File: config.mk
export PLATFORM = sky130hd
export DESIGN_NAME = sdp_core
export DESIGN_NICKNAME = d
export VERILOG_FILES = /design/src/sdp_pkg.sv /design/src/sdp_core.sv
export SDC_FILE = /design/constraint.sdc
export NUM_CORES = 1
export LEC_CHECK = 0
export ABC_AREA = 0
export ABC_CLOCK_PERIOD_IN_PS = 2500
export BUFFER_PORTS_ARGS = -buffer_cell sky130_fd_sc_hd__buf_2
export CORE_MARGIN = 2
export CORE_UTILIZATION = 45
export CTS_BUF_LIST = sky130_fd_sc_hd__clkbuf_2 sky130_fd_sc_hd__clkbuf_4 sky130_fd_sc_hd__clkbuf_8
export DETAILED_ROUTE_END_ITERATION = 10
export SYNTH_ARGS = -nofsm -noshare
export SYNTH_HDL_FRONTEND = slang
export SYNTH_SLANG_ARGS = --single-unit
export TNS_END_PERCENT = 30
File: constraint.sdc
create_clock -name core_clk -period 2.5 [get_ports core_clk]
set_input_delay 0.125 -clock core_clk [delete_from_list [all_inputs] [get_ports core_clk]]
set_output_delay 0.125 -clock core_clk [all_outputs]
set_load 0.01 [all_outputs]
File: src/sdp_pkg.sv
// Overview of operation
// - Prescaler divides RF input by 10 or 11.
// - Bypass high: RF feeds main counter directly.
// - Main chain divides by 10(M+1)+A.
// - Bypassed, main value one gives division by two.
// - Bypassed chain divides by main value plus one.
// - Reference counter divides by value plus one.
// - Reference value zero passes input undivided.
// - Mode pins pick direct, parallel or serial.
// - Direct mode: pins drive counters, tops zero.
// - Parallel high and mid strobes load sections.
// - Swallow strobe loads low; hop copies word.
// - Parallel bank select picks primary or secondary.
// - Option strobe latches bus; enable low gates.
// - Serial shifts twenty bits, first bit first.
// - Serial load or hop copies primary over.
// - Serial bank select picks primary or secondary.
// - Option strobe high shifts eight option bits.
// - Option shift captured on option strobe fall.
// - Captured options act only while enable low.
// - Option bits: power, load, two tests, disable.
// - Power down stops counters; load applies continuously.
// - Test output routing; disable kills divider outputs.
package sdp_pkg;

  // ==========================================================
  // Widths
  localparam int WORD_W = 20;
  localparam int OPT_W  = 8;
  localparam int MAIN_W = 9;
  localparam int REF_W  = 6;
  localparam int SWAL_W = 4;
  localparam int PRE_W  = 4;

  // ==========================================================
  // Frequency word field positions
  localparam int REF_HI_POS  = 18;
  localparam int MAIN_HI_POS = 16;
  localparam int BYPASS_POS  = 15;
  localparam int MAIN_LO_POS = 8;
  localparam int REF_LO_POS  = 4;
  localparam int SWAL_POS    = 0;

  // Parallel load sections
  localparam int HIGH_SEC_POS = 16;
  localparam int HIGH_SEC_W   = 4;
  localparam int MID_SEC_POS  = 8;
  localparam int LOW_SEC_POS  = 0;

  // ==========================================================
  // Option bits
  localparam int OPT_DISABLE_BIT  = 0;
  localparam int OPT_PRE_OUT_BIT  = 1;
  localparam int OPT_MODULUS_SELECT_OUT_BIT = 2;
  localparam int OPT_LOAD_BIT     = 3;
  localparam int OPT_PDOWN_BIT    = 4;

  // ==========================================================
  // Reset values
  localparam logic [WORD_W-1:0] WORD_RESET = 20'h0_0000;
  localparam logic [OPT_W-1:0]  OPT_RESET  = 8'h00;

  // Prescaler moduli
  localparam logic [PRE_W-1:0] PRE_DIV_LOW  = 4'hA;
  localparam logic [PRE_W-1:0] PRE_DIV_HIGH = 4'hB;

  // ==========================================================
  // Interface modes
  typedef enum logic [2:0] {
    SDP_MODE_PARALLEL = 3'b001,
    SDP_MODE_SERIAL   = 3'b010,
    SDP_MODE_DIRECT   = 3'b100
  } sdp_mode_type;

endpackage

File: src/sdp_core.sv
`timescale 1ns/1ps
module sdp_core (
  // Clock and reset
  input  wire logic                       core_clk,
  input  wire logic                       srst,
  // Mode pins
  input  wire logic                       interface_type,
  input  wire logic                       serial_select,
  input  wire logic                       option_enable_n,
  // Parallel port
  input  wire logic [sdp_pkg::OPT_W-1:0]  bus_data,
  input  wire logic                       high_section_strobe,
  input  wire logic                       mid_section_strobe,
  input  wire logic                       swallow_strobe,
  input  wire logic                       hop_strobe,
  input  wire logic                       option_strobe,
  // Serial port
  input  wire logic                       serial_clk,
  input  wire logic                       serial_data,
  input  wire logic                       serial_load_strobe,
  // Bank selects
  input  wire logic                       parallel_bank_select,
  input  wire logic                       serial_bank_select,
  // Direct pins
  input  wire logic                       direct_bypass,
  input  wire logic [6:0]                 direct_main,
  input  wire logic [3:0]                 direct_ref,
  input  wire logic [3:0]                 direct_swallow,
  // Signal inputs
  input  wire logic                       rf_in,
  input  wire logic                       reference_input,
  // Outputs
  output logic                            main_divider_out,
  output logic                            comparison_out,
  output logic                            test_out,
  output logic                            modulus_select,
  output logic                            prescaler_power_down
);
  import sdp_pkg::*;

  // ==========================================================
  // Edge detection
  logic high_prev;
  logic mid_prev;
  logic swal_prev;
  logic hop_prev;
  logic opt_prev;
  logic sclk_prev;
  logic load_prev;
  logic rf_prev;
  logic refin_prev;

  always_ff @(posedge core_clk) begin
    if (srst) begin
      high_prev  <= 1'b0;
      mid_prev   <= 1'b0;
      swal_prev  <= 1'b0;
      hop_prev   <= 1'b0;
      opt_prev   <= 1'b0;
      sclk_prev  <= 1'b0;
      load_prev  <= 1'b0;
      rf_prev    <= 1'b0;
      refin_prev <= 1'b0;
    end else begin
      high_prev  <= high_section_strobe;
      mid_prev   <= mid_section_strobe;
      swal_prev  <= swallow_strobe;
      hop_prev   <= hop_strobe;
      opt_prev   <= option_strobe;
      sclk_prev  <= serial_clk;
      load_prev  <= serial_load_strobe;
      rf_prev    <= rf_in;
      refin_prev <= reference_input;
    end
  end

  logic high_rise;
  logic mid_rise;
  logic swal_rise;
  logic hop_rise;
  logic opt_rise;
  logic opt_fall;
  logic sclk_rise;
  logic load_rise;
  logic rf_rise;
  logic ref_rise;

  assign high_rise = high_section_strobe & ~high_prev;
  assign mid_rise  = mid_section_strobe & ~mid_prev;
  assign swal_rise = swallow_strobe & ~swal_prev;
  assign hop_rise  = hop_strobe & ~hop_prev;
  assign opt_rise  = option_strobe & ~opt_prev;
  assign opt_fall  = ~option_strobe & opt_prev;
  assign sclk_rise = serial_clk & ~sclk_prev;
  assign load_rise = serial_load_strobe & ~load_prev;
  assign rf_rise   = rf_in & ~rf_prev;
  assign ref_rise  = reference_input & ~refin_prev;

  // ==========================================================
  // Interface mode
  sdp_mode_type mode;

  always_comb begin
    if (interface_type) begin
      mode = SDP_MODE_DIRECT;
    end else if (serial_select) begin
      mode = SDP_MODE_SERIAL;
    end else begin
      mode = SDP_MODE_PARALLEL;
    end
  end

  // ==========================================================
  // Programming registers
  logic [WORD_W-1:0] frequency_word_staging;
  logic [WORD_W-1:0] frequency_word_hop_buffer;
  logic [OPT_W-1:0]  option_shift;
  logic [OPT_W-1:0]  option_control_latch;

  always_ff @(posedge core_clk) begin
    if (srst) begin
      frequency_word_staging <= WORD_RESET;
    end else begin
      case (mode)
        SDP_MODE_PARALLEL: begin
          if (high_rise) begin
            frequency_word_staging[HIGH_SEC_POS +: HIGH_SEC_W] <= bus_data[3:0];
          end
          if (mid_rise) begin
            frequency_word_staging[MID_SEC_POS +: OPT_W] <= bus_data;
          end
          if (swal_rise) begin
            frequency_word_staging[LOW_SEC_POS +: OPT_W] <= bus_data;
          end
        end
        SDP_MODE_SERIAL: begin
          if (sclk_rise && !option_strobe && !serial_load_strobe) begin
            frequency_word_staging <= {frequency_word_staging[WORD_W-2:0], serial_data};
          end
        end
        default: begin
          frequency_word_staging <= frequency_word_staging;
        end
      endcase
    end
  end

  always_ff @(posedge core_clk) begin
    if (srst) begin
      frequency_word_hop_buffer <= WORD_RESET;
    end else begin
      case (mode)
        SDP_MODE_PARALLEL: begin
          if (hop_rise) begin
            frequency_word_hop_buffer <= frequency_word_staging;
          end
        end
        SDP_MODE_SERIAL: begin
          if (load_rise || hop_rise) begin
            frequency_word_hop_buffer <= frequency_word_staging;
          end
        end
        default: begin
          frequency_word_hop_buffer <= frequency_word_hop_buffer;
        end
      endcase
    end
  end

  // Shadow stage keeps controls steady while bits stream in
  always_ff @(posedge core_clk) begin
    if (srst) begin
      option_shift <= OPT_RESET;
    end else if (mode == SDP_MODE_SERIAL && sclk_rise && option_strobe
                 && !serial_load_strobe) begin
      option_shift <= {option_shift[OPT_W-2:0], serial_data};
    end
  end

  always_ff @(posedge core_clk) begin
    if (srst) begin
      option_control_latch <= OPT_RESET;
    end else begin
      case (mode)
        SDP_MODE_PARALLEL: begin
          if (opt_rise) begin
            option_control_latch <= bus_data;
          end
        end
        SDP_MODE_SERIAL: begin
          if (opt_fall) begin
            option_control_latch <= option_shift;
          end
        end
        default: begin
          option_control_latch <= option_control_latch;
        end
      endcase
    end
  end

  // ==========================================================
  // Active word and options
  logic [WORD_W-1:0] active_word;
  logic [OPT_W-1:0]  opt_eff;

  always_comb begin
    active_word = WORD_RESET;
    case (mode)
      SDP_MODE_DIRECT: begin
        active_word[BYPASS_POS]         = direct_bypass;
        active_word[MAIN_LO_POS +: 7]   = direct_main;
        active_word[REF_LO_POS +: 4]    = direct_ref;
        active_word[SWAL_POS +: SWAL_W] = direct_swallow;
      end
      SDP_MODE_PARALLEL: begin
        active_word = parallel_bank_select ? frequency_word_staging
                                           : frequency_word_hop_buffer;
      end
      SDP_MODE_SERIAL: begin
        active_word = serial_bank_select ? frequency_word_staging
                                         : frequency_word_hop_buffer;
      end
      default: begin
        active_word = frequency_word_staging;
      end
    endcase
  end

  // Reserved bits are carried but never read
  assign opt_eff = option_enable_n ? OPT_RESET : option_control_latch;

  logic power_down;
  logic counter_load;

  assign power_down   = opt_eff[OPT_PDOWN_BIT];
  assign counter_load = opt_eff[OPT_LOAD_BIT];

  logic [MAIN_W-1:0] act_main;
  logic [REF_W-1:0]  act_ref;

  assign act_main = {active_word[MAIN_HI_POS +: 2], active_word[MAIN_LO_POS +: 7]};
  assign act_ref  = {active_word[REF_HI_POS +: 2], active_word[REF_LO_POS +: 4]};

  // ==========================================================
  // Working counter settings
  logic [MAIN_W-1:0] work_main;
  logic [SWAL_W-1:0] work_swal;
  logic              work_bypass;
  logic [REF_W-1:0]  work_ref;
  logic              main_wrap;
  logic              ref_wrap;

  // Without counter load or power down, new values land only at a cycle boundary
  always_ff @(posedge core_clk) begin
    if (srst) begin
      work_main   <= WORD_RESET[MAIN_LO_POS +: MAIN_W];
      work_swal   <= WORD_RESET[SWAL_POS +: SWAL_W];
      work_bypass <= WORD_RESET[BYPASS_POS];
    end else if (counter_load || power_down || main_wrap) begin
      work_main   <= act_main;
      work_swal   <= active_word[SWAL_POS +: SWAL_W];
      work_bypass <= active_word[BYPASS_POS];
    end
  end

  always_ff @(posedge core_clk) begin
    if (srst) begin
      work_ref <= WORD_RESET[REF_LO_POS +: REF_W];
    end else if (counter_load || power_down || ref_wrap) begin
      work_ref <= act_ref;
    end
  end

  // ==========================================================
  // Main counter chain
  logic [PRE_W-1:0]  pre_cnt;
  logic [PRE_W-1:0]  pre_last;
  logic [MAIN_W-1:0] main_cnt;
  logic              modulus_select_now;
  logic              pre_tick;

  assign modulus_select_now  = !work_bypass && (main_cnt < {5'h00, work_swal});
  assign pre_last  = (modulus_select_now ? PRE_DIV_HIGH : PRE_DIV_LOW) - 4'h1;
  assign pre_tick  = work_bypass ? rf_rise : (rf_rise && pre_cnt == pre_last);
  assign main_wrap = !power_down && pre_tick && (main_cnt >= work_main);

  always_ff @(posedge core_clk) begin
    if (srst || power_down || work_bypass) begin
      pre_cnt <= 4'h0;
    end else if (rf_rise) begin
      pre_cnt <= (pre_cnt == pre_last) ? 4'h0 : pre_cnt + 4'h1;
    end
  end

  always_ff @(posedge core_clk) begin
    if (srst || power_down) begin
      main_cnt <= 9'h000;
    end else if (pre_tick) begin
      main_cnt <= main_wrap ? 9'h000 : main_cnt + 9'h001;
    end
  end

  // ==========================================================
  // Reference counter
  logic [REF_W-1:0] ref_cnt;

  assign ref_wrap = !power_down && ref_rise && (ref_cnt >= work_ref);

  always_ff @(posedge core_clk) begin
    if (srst || power_down) begin
      ref_cnt <= 6'h00;
    end else if (ref_rise) begin
      ref_cnt <= ref_wrap ? 6'h00 : ref_cnt + 6'h01;
    end
  end

  // ==========================================================
  // Outputs
  logic outputs_off;

  assign outputs_off = power_down || opt_eff[OPT_DISABLE_BIT];

  always_ff @(posedge core_clk) begin
    if (srst) begin
      main_divider_out <= 1'b0;
      comparison_out   <= 1'b0;
    end else begin
      main_divider_out <= !outputs_off && main_wrap;
      comparison_out   <= !outputs_off && ((work_ref == 6'h00) ? reference_input
                                                               : ref_wrap);
    end
  end

  always_ff @(posedge core_clk) begin
    if (srst) begin
      test_out             <= 1'b0;
      modulus_select       <= 1'b0;
      prescaler_power_down <= 1'b0;
    end else begin
      modulus_select       <= !power_down && modulus_select_now;
      prescaler_power_down <= power_down || work_bypass;
      if (opt_eff[OPT_MODULUS_SELECT_OUT_BIT]) begin
        test_out <= !power_down && modulus_select_now;
      end else if (opt_eff[OPT_PRE_OUT_BIT]) begin
        test_out <= !power_down && pre_tick;
      end else begin
        test_out <= 1'b0;
      end
    end
  end
endmodule

Yosys cells after proc, flatten, opt, wreduce, memory -nomap -nowiden. Index checks and enable logic that the tools add are counted.

Flip-flop bits (word level): 103. Input port bits: 41. Output and inout port bits: 5. Logic and storage cells: 126.

Add/sub/neg operators: 4. Magnitude comparators: 3. Eq/ne operators: 12. Multiplexer cells: 26. Bitwise operators: 20. Reduce and logical (&&, ||, !) cells: 34.

Operator list (number): 2-to-1 mux 20 bit (5); one-hot mux 20 bit (2 select lines) (2); one-hot mux 16 bit (3 select lines) (1); 2-to-1 mux 8 bit (2); inequality test 2 bit, second input constant (8); 2-to-1 mux 5 bit (3); AND reduction 3 bit (5); logical AND 1 bit (14); one-hot mux 4 bit (3 select lines) (1); bitwise AND 1 bit (10); NOT 1 bit (10); one-hot mux 5 bit (2 select lines) (1); adder 9 x 1 -> 9 bit, second input constant (1); >= comparator 9 bit (1); < comparator 9 x 4 -> 1 bit (1); 2-to-1 mux 9 bit (1); logical OR 1 bit (8); 2-to-1 mux 4 bit (2); adder 6 x 1 -> 6 bit, second input constant (1); >= comparator 6 bit (1); logical NOT 6 bit (1); 2-to-1 mux 6 bit (1); logical NOT 1 bit (5); 2-to-1 mux 1 bit (5); 9 further kinds (9).

Longest topological paths before layout. Gate-level depths: netlist of run 1.

Word-level depth: 10. Mapped depth: 10. Mapped depth without buffers: 8.

Worst setup path after synthesis of run 1. Ideal clock, no wire load.

Kind: register to register. Start: reg main_cnt[0]. End: reg work_bypass. Setup time: 0.071 ns. Arrival: 2.061 ns. Data required time: 2.429 ns. Slack: 0.369 ns. Stages on the path, launching flop included: 11. Buffers on the path: 2. Period minus slack after synthesis: 2.131 ns. Cells stage by stage: dfxtp_1 > inv_1 > ha_1 > nand2b_1 > a211o_1 > a21oi_1 > or2_2 > buf_2 > buf_1 > o211ai_1 > a21oi_1.

Word-level cells in the longest chain between the ends: 10. Elaborated cells between the ends (all ways): 11. Those cells by class: add/sub (1); order compare (2); eq/ne (1); mux (2); reduce/logical (5).

RTL lines: from (decl) (line sdp_core.sv:279) `logic [MAIN_W-1:0] main_cnt;`; from (signal assigned) (line sdp_core.sv:300) `main_cnt <= main_wrap ? 9'h000 : main_cnt + 9'h001;`; < comparator 9 x 4 -> 1 bit (line sdp_core.sv:283) `assign modulus_select_now = !work_bypass && (main_cnt < {5'h00, work_swal});`; logical AND 1 bit (line sdp_core.sv:283); 2-to-1 mux 1 bit (line sdp_core.sv:284) `assign pre_last = (modulus_select_now ? PRE_DIV_HIGH : PRE_DIV_LOW) - 4'h1;`; subtractor 4 x 1 -> 4 bit (line sdp_core.sv:284); == test 4 bit (line sdp_core.sv:285) `assign pre_tick = work_bypass ? rf_rise : (rf_rise && pre_cnt == pre_last);`; logical AND 1 bit (line sdp_core.sv:285); 2-to-1 mux 1 bit (line sdp_core.sv:285); logical AND 1 bit (line sdp_core.sv:286) `assign main_wrap = !power_down && pre_tick && (main_cnt >= work_main);`; logical AND 1 bit (*) (line sdp_core.sv:286); logical OR 1 bit (*) (line sdp_core.sv:260) `end else if (counter_load || power_down || main_wrap) begin`; to (signal assigned) (line sdp_core.sv:259) `work_bypass <= WORD_RESET[BYPASS_POS];`; to (signal assigned) (line sdp_core.sv:263) `work_bypass <= active_word[BYPASS_POS];`; to (decl) (line sdp_core.sv:249) `logic work_bypass;`.

Mark *: on every way between the ends. The rest lies on a longest branch, timed or not. A chain may end at the register's enable or synchronous reset.

Worst setup path after layout of run 1.
Start: reg main_cnt[2]. End: reg main_cnt[5].

Word-level cells in the longest chain between the ends: 10. Elaborated cells between the ends (all ways): 12. Those cells by class: add/sub (2); order compare (2); eq/ne (1); mux (3); reduce/logical (4).

RTL lines (line): < comparator 9 x 4 -> 1 bit (sdp_core.sv:283); logical AND 1 bit (sdp_core.sv:283); 2-to-1 mux 1 bit (sdp_core.sv:284); subtractor 4 x 1 -> 4 bit (sdp_core.sv:284); == test 4 bit (sdp_core.sv:285); logical AND 1 bit (sdp_core.sv:285); 2-to-1 mux 1 bit (sdp_core.sv:285); logical AND 1 bit (2 in series) (sdp_core.sv:286); 2-to-1 mux 9 bit (sdp_core.sv:300).

Parallel ways exist; a longest one is shown, timed or not.

==> metrics.md, run 1 <==
| Metric | Value |
|---|---|
| Chip Height | `110 um` |
| Top cell type's share of synthesized area | `between 40 and 50%` |
| Pin count of the biggest net entering global routing | `between 80 and 90` |
| H-Tree Depth | `3` |
| GRT Residual Overflow | `0` |
| Max cap viols | `0` |
| Synth area leaders | `dfxtp_1, mux2i_1, a21oi_1` |
| Status | `finished, final reports clean` |
| Final Setup Violations | `0` |
| Tmin final | `approximately 2.3 ns` |
| Clock Latency Late Sink | `about 0.37 ns` |
| P&R area growth vs syn | `13.3%` |
| Hold Crit Class | `in -> reg` |
| Critical path data arrival time | `2.55 ns` |
| Number of diodes | `0` |
| Placement Setup Slack | `~0.25 ns` |
| First-pass GRT wire length | `19,100 um` |
| Synth warn | `0` |
| Synth area leader | `dfxtp_1` |
| Vias per cell | `between 5 and 6` |
| Asr flop ratio synth | `0%` |
| Critical path, cell by cell | `ha_1 > a21oi_1 > o21ai_1 > a211o_1 > and3_4 > or3_1 > a21oi_1` |
| Worst hold start | `reference_input` |
| Reg2Reg Setup Slack | `about 0.25 ns` |
| Kind of end point of the critical path | `flop` |
| Final hold violation count | `0` |
| Ratio of cells with drive above 1 in the final layout | `13.9%` |
| Post-CTS Hold Buffers | `9` |
| F_max | `~0.44 GHz` |
| Worst-Margin Slew | `around 0.89 ns` |
| Setup bufs post-CTS | `0` |
| Drt initial violations | `about 180` |
| Initial antenna violation count | `0` |
| IO Port Bufs | `between 40 and 50` |
| Post-synth EDFFs | `0` |
| Worst flop-to-flop path endpoint | `main_cnt[5]` |
| Tot GR Track Use | `between 10% and 20%` |
| Vias after detailed routing | `about 4,300` |
| Slew Limit Fails | `0` |
| Setup Skew | `0.00721 ns` |
| Slowest-stage cell, CP | `dfxtp_1` |
| Total power | `~3.1 mW` |
| Flops & latches, synth | `approximately 100` |
| Die W | `110 um` |
| VDD IR max | `397 uV` |
| CP Launch Type | `flop` |
| Kind of critical path | `reg -> reg` |
| Final Wtd Congestion | `between 0.8 and 0.9` |
| Final setup TNS | `0 ns` |
| Max-slew headroom | `roughly 40%` |
| Die area | `0.0122 mm^2` |
| Net count after synthesis | `670` |
| Post-Synthesis Cells | `608` |
| Final ANT Viol Nets | `0` |
| Post-CTS Resized | `0` |
| Clock Sinks | `103` |
| WL per Instance | `roughly 14 um` |
| Worst-path clk slew | `around 0.090 ns` |
| CP peak stage delay | `0.43 ns` |
| Leakage | `roughly 2.3 nW` |
| Fin area | `0.00578 mm^2` |
| CTS tree | `yes` |
| CTS max path bufs | `2` |
| WHS Endpoint | `refin_prev` |
| Min-Delay Path Depth | `2` |
| FF-to-FF Start | `main_cnt[2]` |
| Area of the core | `approximately 0.011 mm^2` |
| Fin nets | `717` |
| Req. time, crit path | `between 2 and 3 ns` |
| I/O pin total | `between 40 and 50` |
| Most used DFF post-synth | `dfxtp_1` |
| Peak fanout along the critical path | `22` |
| Register area share after synthesis | `around 40%` |
| Cell area after synthesis | `0.00510 mm^2` |
| Root Driver | `clkbuf_8` |
| Drt total wl | `11,400 um` |
| DR pass1 iterations | `4` |
| Netlist cell types | `46` |
| Cell area power density | `543 mW/mm^2` |
| Vias in the first global route | `slightly below 4,000` |
| Worst path most repeated cell | `a21oi_1` |
| DRC violations left | `0` |
| Reg2reg path depth | `7` |
| RSZ-0062 raised after global routing | `no` |
| Dpl hpwl | `between 8000 and 9000 um` |
| Final Cycle Share | `about nine tenths` |
| Cell Rows | `38` |
| TritonCTS buffer count | `9` |
| Syn_area_per_cell | `between 8 and 9 um^2` |
| Worst Slack Setup Final | `roughly 0.25 ns` |
| Placed cell areas | `~0.0055 mm^2` |
| Initial Utilization | `a little under half` |
-- final cells by class --
class                           instances  area [um^2]
Clock buffer                           12          165
Clock inverter                          4         26.3
Fill cell                            1050         5150
Inverter                               24         90.1
Multi-Input combinational cell        449         2830
Sequential cell                       103         2060
Tap cell                              140          175
Timing Repair Buffer                   68          433
-- sequential cells by signal, summed over array words and instances, names as in the netlist, 5 cells and up --
register and flops:
frequency_word_staging 20, main_cnt 9, work_ref 6, option_control_latch 5
frequency_word_hop_buffer 20, option_shift 5, work_main 9, ref_cnt 6
-- worst max-delay path by stage --
stage / startpoint / end / slack, ns
6_report: main_cnt[2] / main_cnt[5] / 0.25
3_3_place_gp: work_swal[2] / main_cnt[6] / 0.33
3_5_place_dp: main_cnt[2] / main_cnt[5] / 0.25
5_1_grt: main_cnt[2] / main_cnt[6] / 0.1
4_1_cts: main_cnt[2] / main_cnt[5] / 0.24
2_1_floorplan: main_cnt[0] / work_bypass / 0.37
-- kinds of logic after synthesis --
family	share of synthesized area (%)
AO/OA/AOI/OAI	16.6
XOR/XNOR	1.89
adder cells (fa/ha/maj)	5.15
buffers and inverters	4.47
flip-flops	40.4
multiplexers	10.5
AND/OR/NAND/NOR	21.0
-- worst max-delay path: cells and delay by family (launching register included) --
kind	cells	cell delay, ns
AND/OR/NAND/NOR	2	0.66
flip-flops	1	0.43
adder cells (fa/ha/maj)	1	0.28
AO/OA/AOI/OAI	4	0.83
-- layer usage --
metal / global-route usage, % / part of all wire (%) / vias to the layer above
met4: 6.50 / 1.8 / 0
met5: 0 / 0 / -
li1: - / - / 2226
met1: 25.2 / 49 / 1982
met2: 30.9 / 46 / 66
met3: 4.23 / 3.1 / 17
-- report_power, final --
| group | internal, mW | switching [mW] | leakage, nW |
|---|---|---|---|
| registers | 1.68 | 0.0328 | 0.835 |
| logic | 0.174 | 0.244 | 1.36 |
| clock network | 0.444 | 0.557 | 0.0988 |
-- cells in the final DEF, fill, tap and decap left out, types with 22 or more instances in the layout --
master,count
dfxtp_1,103
nor2_1,96
a21oi_1,71
mux2i_1,50
buf_2,45
nand2_1,35
inv_1,24
o21ai_0,24
nor2b_1,22
-- metrics by stage --
stage | hold slack [ns] | cells | util, %
after detailed placement | 0.363 | 775 | 50.3
after global routing | 0.00157 | 800 | 52.9
after global placement | 0.353 | 775 | 50.3
after floorplan | 0.201 | 608 | -
final | 0.0251 | 800 | 52.9
after CTS | 0.00949 | 800 | 52.9
-- cells in the mapped netlist, drive strengths merged, types with 2 or more instances --
cell type and instances:
buf 14, nor2 96, a211oi 8, a31o 2, o211ai 14, clkbuf 18
and4b 2, and3 4, xor2 5, nand4 9, or2 2, xnor2 6
mux2 2, nand3 21, a2111oi 3, mux2i 51, a21oi 72, a211o 2
ha 21, nor3 3, nor4 5, nand2 35, dfxtp 103, o21ai 26
inv 24, nand2b 12, nand3b 3, nor2b 23, or3 4, a31oi 9
Power figures use the tool's default switching activity.
==> inputs of run 2 (changes only) <==
--- a/config.mk
+++ b/config.mk
@@ -9,7 +9,7 @@
 export ABC_CLOCK_PERIOD_IN_PS = 2500
 export BUFFER_PORTS_ARGS = -buffer_cell sky130_fd_sc_hd__buf_2
 export CORE_MARGIN = 2
-export CORE_UTILIZATION = 45
+export CORE_UTILIZATION = 40
 export CTS_BUF_LIST = sky130_fd_sc_hd__clkbuf_2 sky130_fd_sc_hd__clkbuf_4 sky130_fd_sc_hd__clkbuf_8
 export DETAILED_ROUTE_END_ITERATION = 10
 export SYNTH_ARGS = -nofsm -noshare
==> run 2 against run 1 <==
  * Fmax fell by 0.95%
  * Hold slack improved by 0.10 ns
  * Routed wire length rose by 3.5%
  * Via count fell by 0.21%
  * Combinational power rose by 2%
  * Power rose by 2.7%
  * Highest routed layer unchanged
==> metrics.md, run 2 (synthesis gave the netlist of run 1 again) <==
| Metric | Value |
|---|---|
| Final Wtd Congestion | `0.876 (+0.71%)` |
| Top flop regs | `frequency_word_hop_buffer (20), frequency_word_staging (20)` |
| DR pass1 iterations | `5 (+1)` |
| Drt total wl | `11,700 um (+3.5%)` |
| Worst-Margin Slew | `0.616 ns (-0.277 ns)` |
| Slew Limit Fails | `0 (unchanged)` |
| Root Driver | `clkbuf_8` |
| P&R area growth vs syn | `14.7%` |
| Status | `finished, final reports clean` |
| H-Tree Depth | `3 (unchanged)` |
| Worst Slack Setup Final | `0.224 ns (-0.0217 ns)` |
| Slowest-stage cell, CP | `dfxtp_1` |
| Pin count of the biggest net entering global routing | `43 (-52%)` |
| Placement Setup Slack | `0.0737 ns (-0.178 ns)` |
| Dpl hpwl | `8520 um (+3.2%)` |
| Final Cycle Share | `91.1% (+0.87 points)` |
| Chip Height | `117 um (+5.8%)` |
| Vias after detailed routing | `4,282 (-0.21%)` |
| Peak fanout along the critical path | `22 (unchanged)` |
| Kind of critical path | `reg -> reg` |
| Hold Crit Class | `in -> reg` |
| Die W | `117 um (+5.8%)` |
| WL per Instance | `14.1 um (-0.75%)` |
| Clock Sinks | `103 (unchanged)` |
| Initial antenna violation count | `0 (unchanged)` |
| GRT Residual Overflow | `0 (unchanged)` |
| Max-slew headroom | `59.0% (+18 points)` |
| Area of the core | `0.0125 mm^2 (+14%)` |
| Cell Rows | `41 (+7.9%)` |
| Drt initial violations | `262 (+43%)` |
| Number of diodes | `0 (unchanged)` |
| Setup Skew | `0.00993 ns (+0.00272 ns)` |
| Number of buffers and inverters on the critical path | `0 (unchanged)` |
| First-pass GRT wire length | `19,700 um (+2.9%)` |
| Final ANT Viol Nets | `0 (unchanged)` |
| Post-CTS Resized | `0 (unchanged)` |
| F_max | `0.439 GHz (-0.95%)` |
| TritonCTS buffer count | `9 (unchanged)` |
| Fin nets | `719 (+0.28%)` |
| Most common cell after layout, fill and taps aside | `dfxtp_1` |
| Final setup TNS | `0 ns (unchanged)` |
| Tot GR Track Use | `18.5% (-0.65 points)` |
| Vias per cell | `5.13 (-4.3%)` |
| Clock Latency Late Sink | `0.38 ns (about the same)` |
| Critical path data arrival time | `2.59 ns (+0.04 ns)` |
| DRC violations left | `0 (unchanged)` |
| Ratio of cells with drive above 1 in the final layout | `13.9% (-0.042 points)` |
| Cell area power density | `550 mW/mm^2 (+1.4%)` |
| Tmin final | `2.28 ns (+0.0217 ns)` |
| CP Launch Type | `flop` |
| I/O pin total | `46 (unchanged)` |
| Vias in the first global route | `4,113 (+4.4%)` |
| Req. time, crit path | `2.82 ns (+0.02 ns)` |
| Worst path most repeated cell | `a21oi_1` |
| IO Port Bufs | `45 (unchanged)` |
| Critical path, cell by cell | `ha_1 > a21oi_1 > o21ai_1 > a211o_1 > and3_4 > or3_1 > a21oi_1` |
| Max cap viols | `0 (unchanged)` |
| Die area | `0.0137 mm^2 (+12%)` |
| Kind of end point of the critical path | `flop` |
| CTS max path bufs | `2 (unchanged)` |
| Most frequent cells in the layout | `dfxtp_1, nor2_1, a21oi_1` |
| RSZ-0062 raised after global routing | `no` |
| VDD IR max | `326 uV (-18%)` |
| Final Setup Violations | `0 (unchanged)` |
| CP peak stage delay | `0.42 ns (about the same)` |
| Initial Utilization | `40.7% (-5.9 points)` |
| Final hold violation count | `0 (unchanged)` |
| Critical path's top delay family | `compound AO/OA/AOI/OAI gates` |
| CTS tree | `yes` |
| Leakage | `2.30 nW (+0.18%)` |
| Worst-path clk slew | `0.09 ns (about the same)` |
-- run 2: cell count changes in the layout (fill, tap and decap cells not counted) --
cell | before | now
clkbuf_8 | 12 | 10
clkinvlp_4 | 1 | 3
dlygate4sd3_1 | 9 | 11
clkinv_2 | 2 | 1
clkbuf_4 | 0 | 1
bufinv_16 | 0 | 1
inv_6 | 1 | 0
-- run 2: final cells by class --
type	count	area, um^2
Clock inverter	5	57.6
Inverter	24	90.1
Sequential cell	103	2060
Clock buffer	11	145
Timing Repair Buffer	70	453
Fill cell	1269	6670
Tap cell	172	215
Multi-Input combinational cell	449	2830
-- run 2: tightest hold or removal path: stages --
cell      delay, ns
buf_2          0.08
nand2_1        0.04
o21ai_0        0.06
nand2b_1       0.05
mux2i_1        0.11
-- run 2: worst paths after layout --
kind	startpoint	to	slack [ns]	cells past startpoint
worst max register to register	main_cnt[2]	main_cnt[6]	0.22	7
worst min-delay path	direct_ref[0]	work_ref[0]	0.13	5
worst min register to register	frequency_word_hop_buffer[14]	frequency_word_hop_buffer[14]	0.50	2
worst max-delay path	main_cnt[2]	main_cnt[6]	0.22	7
-- run 2: timing repair --
action                                  CTS  global route
endpoints found under the setup margin    0            14
buffers inserted                          0             1
hold buffers                             11             0
endpoints found under the hold margin    11             0
-- run 2: metrics by stage --
stage	hold WS [ns]	utilization (%)	power, mW	cell area [um^2]	cells
global placement	0.349	44.2	2.16	5530	806
detailed placement	0.355	44.2	2.17	5530	806
finish	0.127	46.8	3.22	5850	834
CTS	0.112	46.7	3.26	5840	833
global route	0.156	46.8	3.38	5850	834
floorplan	0.201	-	2.03	5100	608
-- run 2: where the power goes --
group / internal, mW / total, mW / switching, mW
combinational: 0.176 / 0.425 / 0.249
sequential: 1.68 / 1.72 / 0.0350
clock: 0.499 / 1.08 / 0.576
-- run 2: routing by layer --
| layer | share of wire (%) | wire, um | vias up | GRT usage (%) |
|---|---|---|---|---|
| li1 | - | - | 2224 | - |
| met2 | 47 | 5470 | 94 | 30.2 |
| met5 | 0 | 0 | - | 0 |
| met1 | 48 | 5620 | 1951 | 24.0 |
| met3 | 3.9 | 454 | 13 | 4.07 |
| met4 | 1.7 | 195 | 0 | 6.90 |
==> inputs of run 3 (changes only) <==
--- a/config.mk
+++ b/config.mk
@@ -8,10 +8,13 @@
 export ABC_AREA = 0
 export ABC_CLOCK_PERIOD_IN_PS = 2500
 export BUFFER_PORTS_ARGS = -buffer_cell sky130_fd_sc_hd__buf_2
+export CELL_PAD_IN_SITES_DETAIL_PLACEMENT = 0
+export CELL_PAD_IN_SITES_GLOBAL_PLACEMENT = 1
 export CORE_MARGIN = 2
 export CORE_UTILIZATION = 40
 export CTS_BUF_LIST = sky130_fd_sc_hd__clkbuf_2 sky130_fd_sc_hd__clkbuf_4 sky130_fd_sc_hd__clkbuf_8
 export DETAILED_ROUTE_END_ITERATION = 10
+export PLACE_DENSITY_LB_ADDON = 0.1
 export SYNTH_ARGS = -nofsm -noshare
 export SYNTH_HDL_FRONTEND = slang
 export SYNTH_SLANG_ARGS = --single-unit
==> run 3 against run 2 <==
  * Global-route usage is 0.70 points higher
  * Sequential cell count stayed put
  * Clock power hardly changed
  * Combinational power shrank 2%
  * Non-clock buffer count stayed put
  * Setup slack got worse by 0.015 ns
  * Via count shrank 1.4%
  * Sequential power barely moved
  * Final cell count did not move
  * Power decreased by 0.29%
  * Critical path depth unchanged
  * Critical path type unchanged
  * Critical endpoint is now main_cnt[5]
  * Largest power group unchanged
==> metrics.md, run 3 (synthesis gave the netlist of run 1 again) <==
| Metric | Value |
|---|---|
| DR pass1 iterations | `4 (-1)` |
| GRT Residual Overflow | `0 (unchanged)` |
| Worst-path clk slew | `0.09 ns (about the same)` |
| Drt initial violations | `187 (-29%)` |
| CP Launch Type | `flop` |
| TritonCTS buffer count | `9 (unchanged)` |
| Hold Crit Class | `in -> reg` |
| Cell area power density | `550 mW/mm^2 (about the same)` |
| Pint | `2.34 mW (-0.73%)` |
| Reg2Reg Setup Slack | `0.21 ns (-0.02 ns)` |
| VDD IR max | `373 uV (+15%)` |
| Min-Delay Path Depth | `2 (-3)` |
| Sw Pwr | `0.867 mW (+0.91%)` |
| IO Port Bufs | `45 (unchanged)` |
| Die area | `0.0137 mm^2 (unchanged)` |
| Final Cycle Share | `91.7% (+0.60 points)` |
| I/O pin total | `46 (unchanged)` |
| Critical path, cell by cell | `ha_1 > a21oi_1 > o21ai_1 > a211o_1 > and3_4 > or3_1 > a21oi_1` |
| Fin nets | `719 (unchanged)` |
| Initial antenna violation count | `0 (unchanged)` |
| Number of diodes | `0 (unchanged)` |
| Clock Latency Late Sink | `0.39 ns (about the same)` |
| First-pass GRT wire length | `20,400 um (+3.3%)` |
| Worst-Margin Slew | `0.632 ns (+0.0165 ns)` |
| Status | `finished, final reports clean` |
| WHS Endpoint | `rf_prev` |
| Reg2reg path depth | `7 (unchanged)` |
| Ratio of cells with drive above 1 in the final layout | `14.0% (+0.15 points)` |
| Worst flop-to-flop path endpoint | `main_cnt[5]` |
| Final Wtd Congestion | `0.826 (-5.7%)` |
| Leakage | `2.29 nW (about the same)` |
| Fin area | `0.00583 mm^2 (-0.34%)` |
| FF-to-FF Start | `main_cnt[2]` |
| Comb pwr share | `13.0% (-0.2 points)` |
| H-Tree Depth | `3 (unchanged)` |
| Cells after DPL | `808 (+0.25%)` |
| Req. time, crit path | `2.81 ns (about the same)` |
| CTS max path bufs | `2 (unchanged)` |
| Fin Hold WS | `0.0112 ns (-0.116 ns)` |
| Final ANT Viol Nets | `0 (unchanged)` |
| Max-slew headroom | `57.7% (-1.3 points)` |
| Root Driver | `clkbuf_8` |
| Clock Sinks | `103 (unchanged)` |
| DRC violations left | `0 (unchanged)` |
| Initial Utilization | `40.7% (unchanged)` |
| Most frequent cells in the layout | `dfxtp_1, nor2_1, a21oi_1` |
| Max cap viols | `0 (unchanged)` |
| Sw Ratio | `27.0% (+0.32 points)` |
| Most common cell after layout, fill and taps aside | `dfxtp_1` |
| Post-CTS Resized | `0 (unchanged)` |
| Slowest-stage cell, CP | `dfxtp_1` |
| Worst path most repeated cell | `a21oi_1` |
| Placed cell areas | `0.00553 mm^2 (about the same)` |
| Worst hold start | `rf_in` |
| Tot GR Track Use | `19.2% (+0.70 points)` |
| Pin count of the biggest net entering global routing | `54 (+26%)` |
| CTS tree | `yes` |
| F_max | `0.436 GHz (-0.66%)` |
| P&R area growth vs syn | `14.4%` |
| Final setup TNS | `0 ns (unchanged)` |
| CP peak stage delay | `0.44 ns (+0.02 ns)` |
| Area of the core | `0.0125 mm^2 (unchanged)` |
| Vias per cell | `5.06 (-1.4%)` |
| Final hold violation count | `0 (unchanged)` |
| Kind of end point of the critical path | `flop` |
| Cell Rows | `41 (unchanged)` |
| Critical path data arrival time | `2.60 ns (about the same)` |
| Tmin final | `2.29 ns (+0.0151 ns)` |
| RSZ-0062 raised after global routing | `no` |
| Die W | `117 um (unchanged)` |
| Final Setup Violations | `0 (unchanged)` |
| Setup Skew | `0.0130 ns (+0.00308 ns)` |
| Drt total wl | `12,200 um (+3.5%)` |
| Dpl hpwl | `8710 um (+2.2%)` |
| Top flop regs | `frequency_word_hop_buffer (20), frequency_word_staging (20)` |
| Peak fanout along the critical path | `22 (unchanged)` |
| Clock power share | `33.5% (about the same)` |
| Chip Height | `117 um (unchanged)` |
| Vias in the first global route | `4,020 (-2.3%)` |
| Slew Limit Fails | `0 (unchanged)` |
| Reg power frac | `53.5% (about the same)` |
| WL per Instance | `14.6 um (+3.5%)` |
| Fin cells | `834 (unchanged)` |
| Vias after detailed routing | `4,223 (-1.4%)` |
| Kind of critical path | `reg -> reg` |
==> run 3: changes by cell type in the layout (fill, tap and decap cells not counted), sizes merged <==
cell,delta
buf,+1
clkinv,+1
clkinvlp,-1
dlygate4sd3,-1
==> run 3: how the worst max path moves through the flow <==
stage,start,endpoint
after floorplan,main_cnt[0],work_bypass
after global placement,main_cnt[2],main_cnt[6]
after detailed placement,main_cnt[2],main_cnt[5]
after CTS,main_cnt[2],main_cnt[5]
after global routing,main_cnt[2],main_cnt[6]
final,main_cnt[2],main_cnt[5]
==> run 3: layout make-up <==
class / instances / area, um^2
Fill cell: 1331 / 6690
Multi-Input combinational cell: 449 / 2830
Sequential cell: 103 / 2060
Timing Repair Buffer: 70 / 438
Tap cell: 172 / 215
Clock buffer: 11 / 139
Inverter: 24 / 90.1
Clock inverter: 5 / 58.8
==> run 3: what timing repair did <==
item                                   CTS  global route
buffers inserted                         0             0
endpoints found under the hold margin   10             0
setup endpoints to repair                0             0
hold buffers                            10             0
==> run 3: critical path, delay by kind of cell (launching register included) <==
kind / cells / cell delay (ns)
DFF: 1 / 0.44
AOI/OAI and AO/OA: 4 / 0.82
adders and majority gates: 1 / 0.28
and+or+nand+nor: 2 / 0.67
==> run 3: per-layer routing <==
metal	share of wire, %	wire [um]	track usage [%]	up-vias
li1	-	-	-	2216
met2	47	5660	31.8	49
met1	50	6040	25.3	1953
met5	0	0	0	-
met4	0.69	84	4.00	0
met3	3.0	367	4.94	5
==> run 3: per-stage QoR <==
step | power (mW) | setup slack [ns] | util, %
finish | 3.21 | 0.208 | 46.6
global route | 3.38 | 0.0358 | 46.6
CTS | 3.27 | 0.205 | 46.6
detailed placement | 2.17 | 0.234 | 44.2
global placement | 2.16 | 0.318 | 44.2
floorplan | 2.03 | 0.369 | -
==> run 3: power groups by stage <==
stage | clock [mW] | combinational [mW] | sequential [mW]
2_1_floorplan | 0 | 0.282 | 1.75
3_3_place_gp | 0 | 0.406 | 1.76
3_5_place_dp | 0 | 0.409 | 1.76
4_1_cts | 1.12 | 0.423 | 1.72
5_1_grt | 1.18 | 0.471 | 1.73
6_report | 1.07 | 0.418 | 1.72
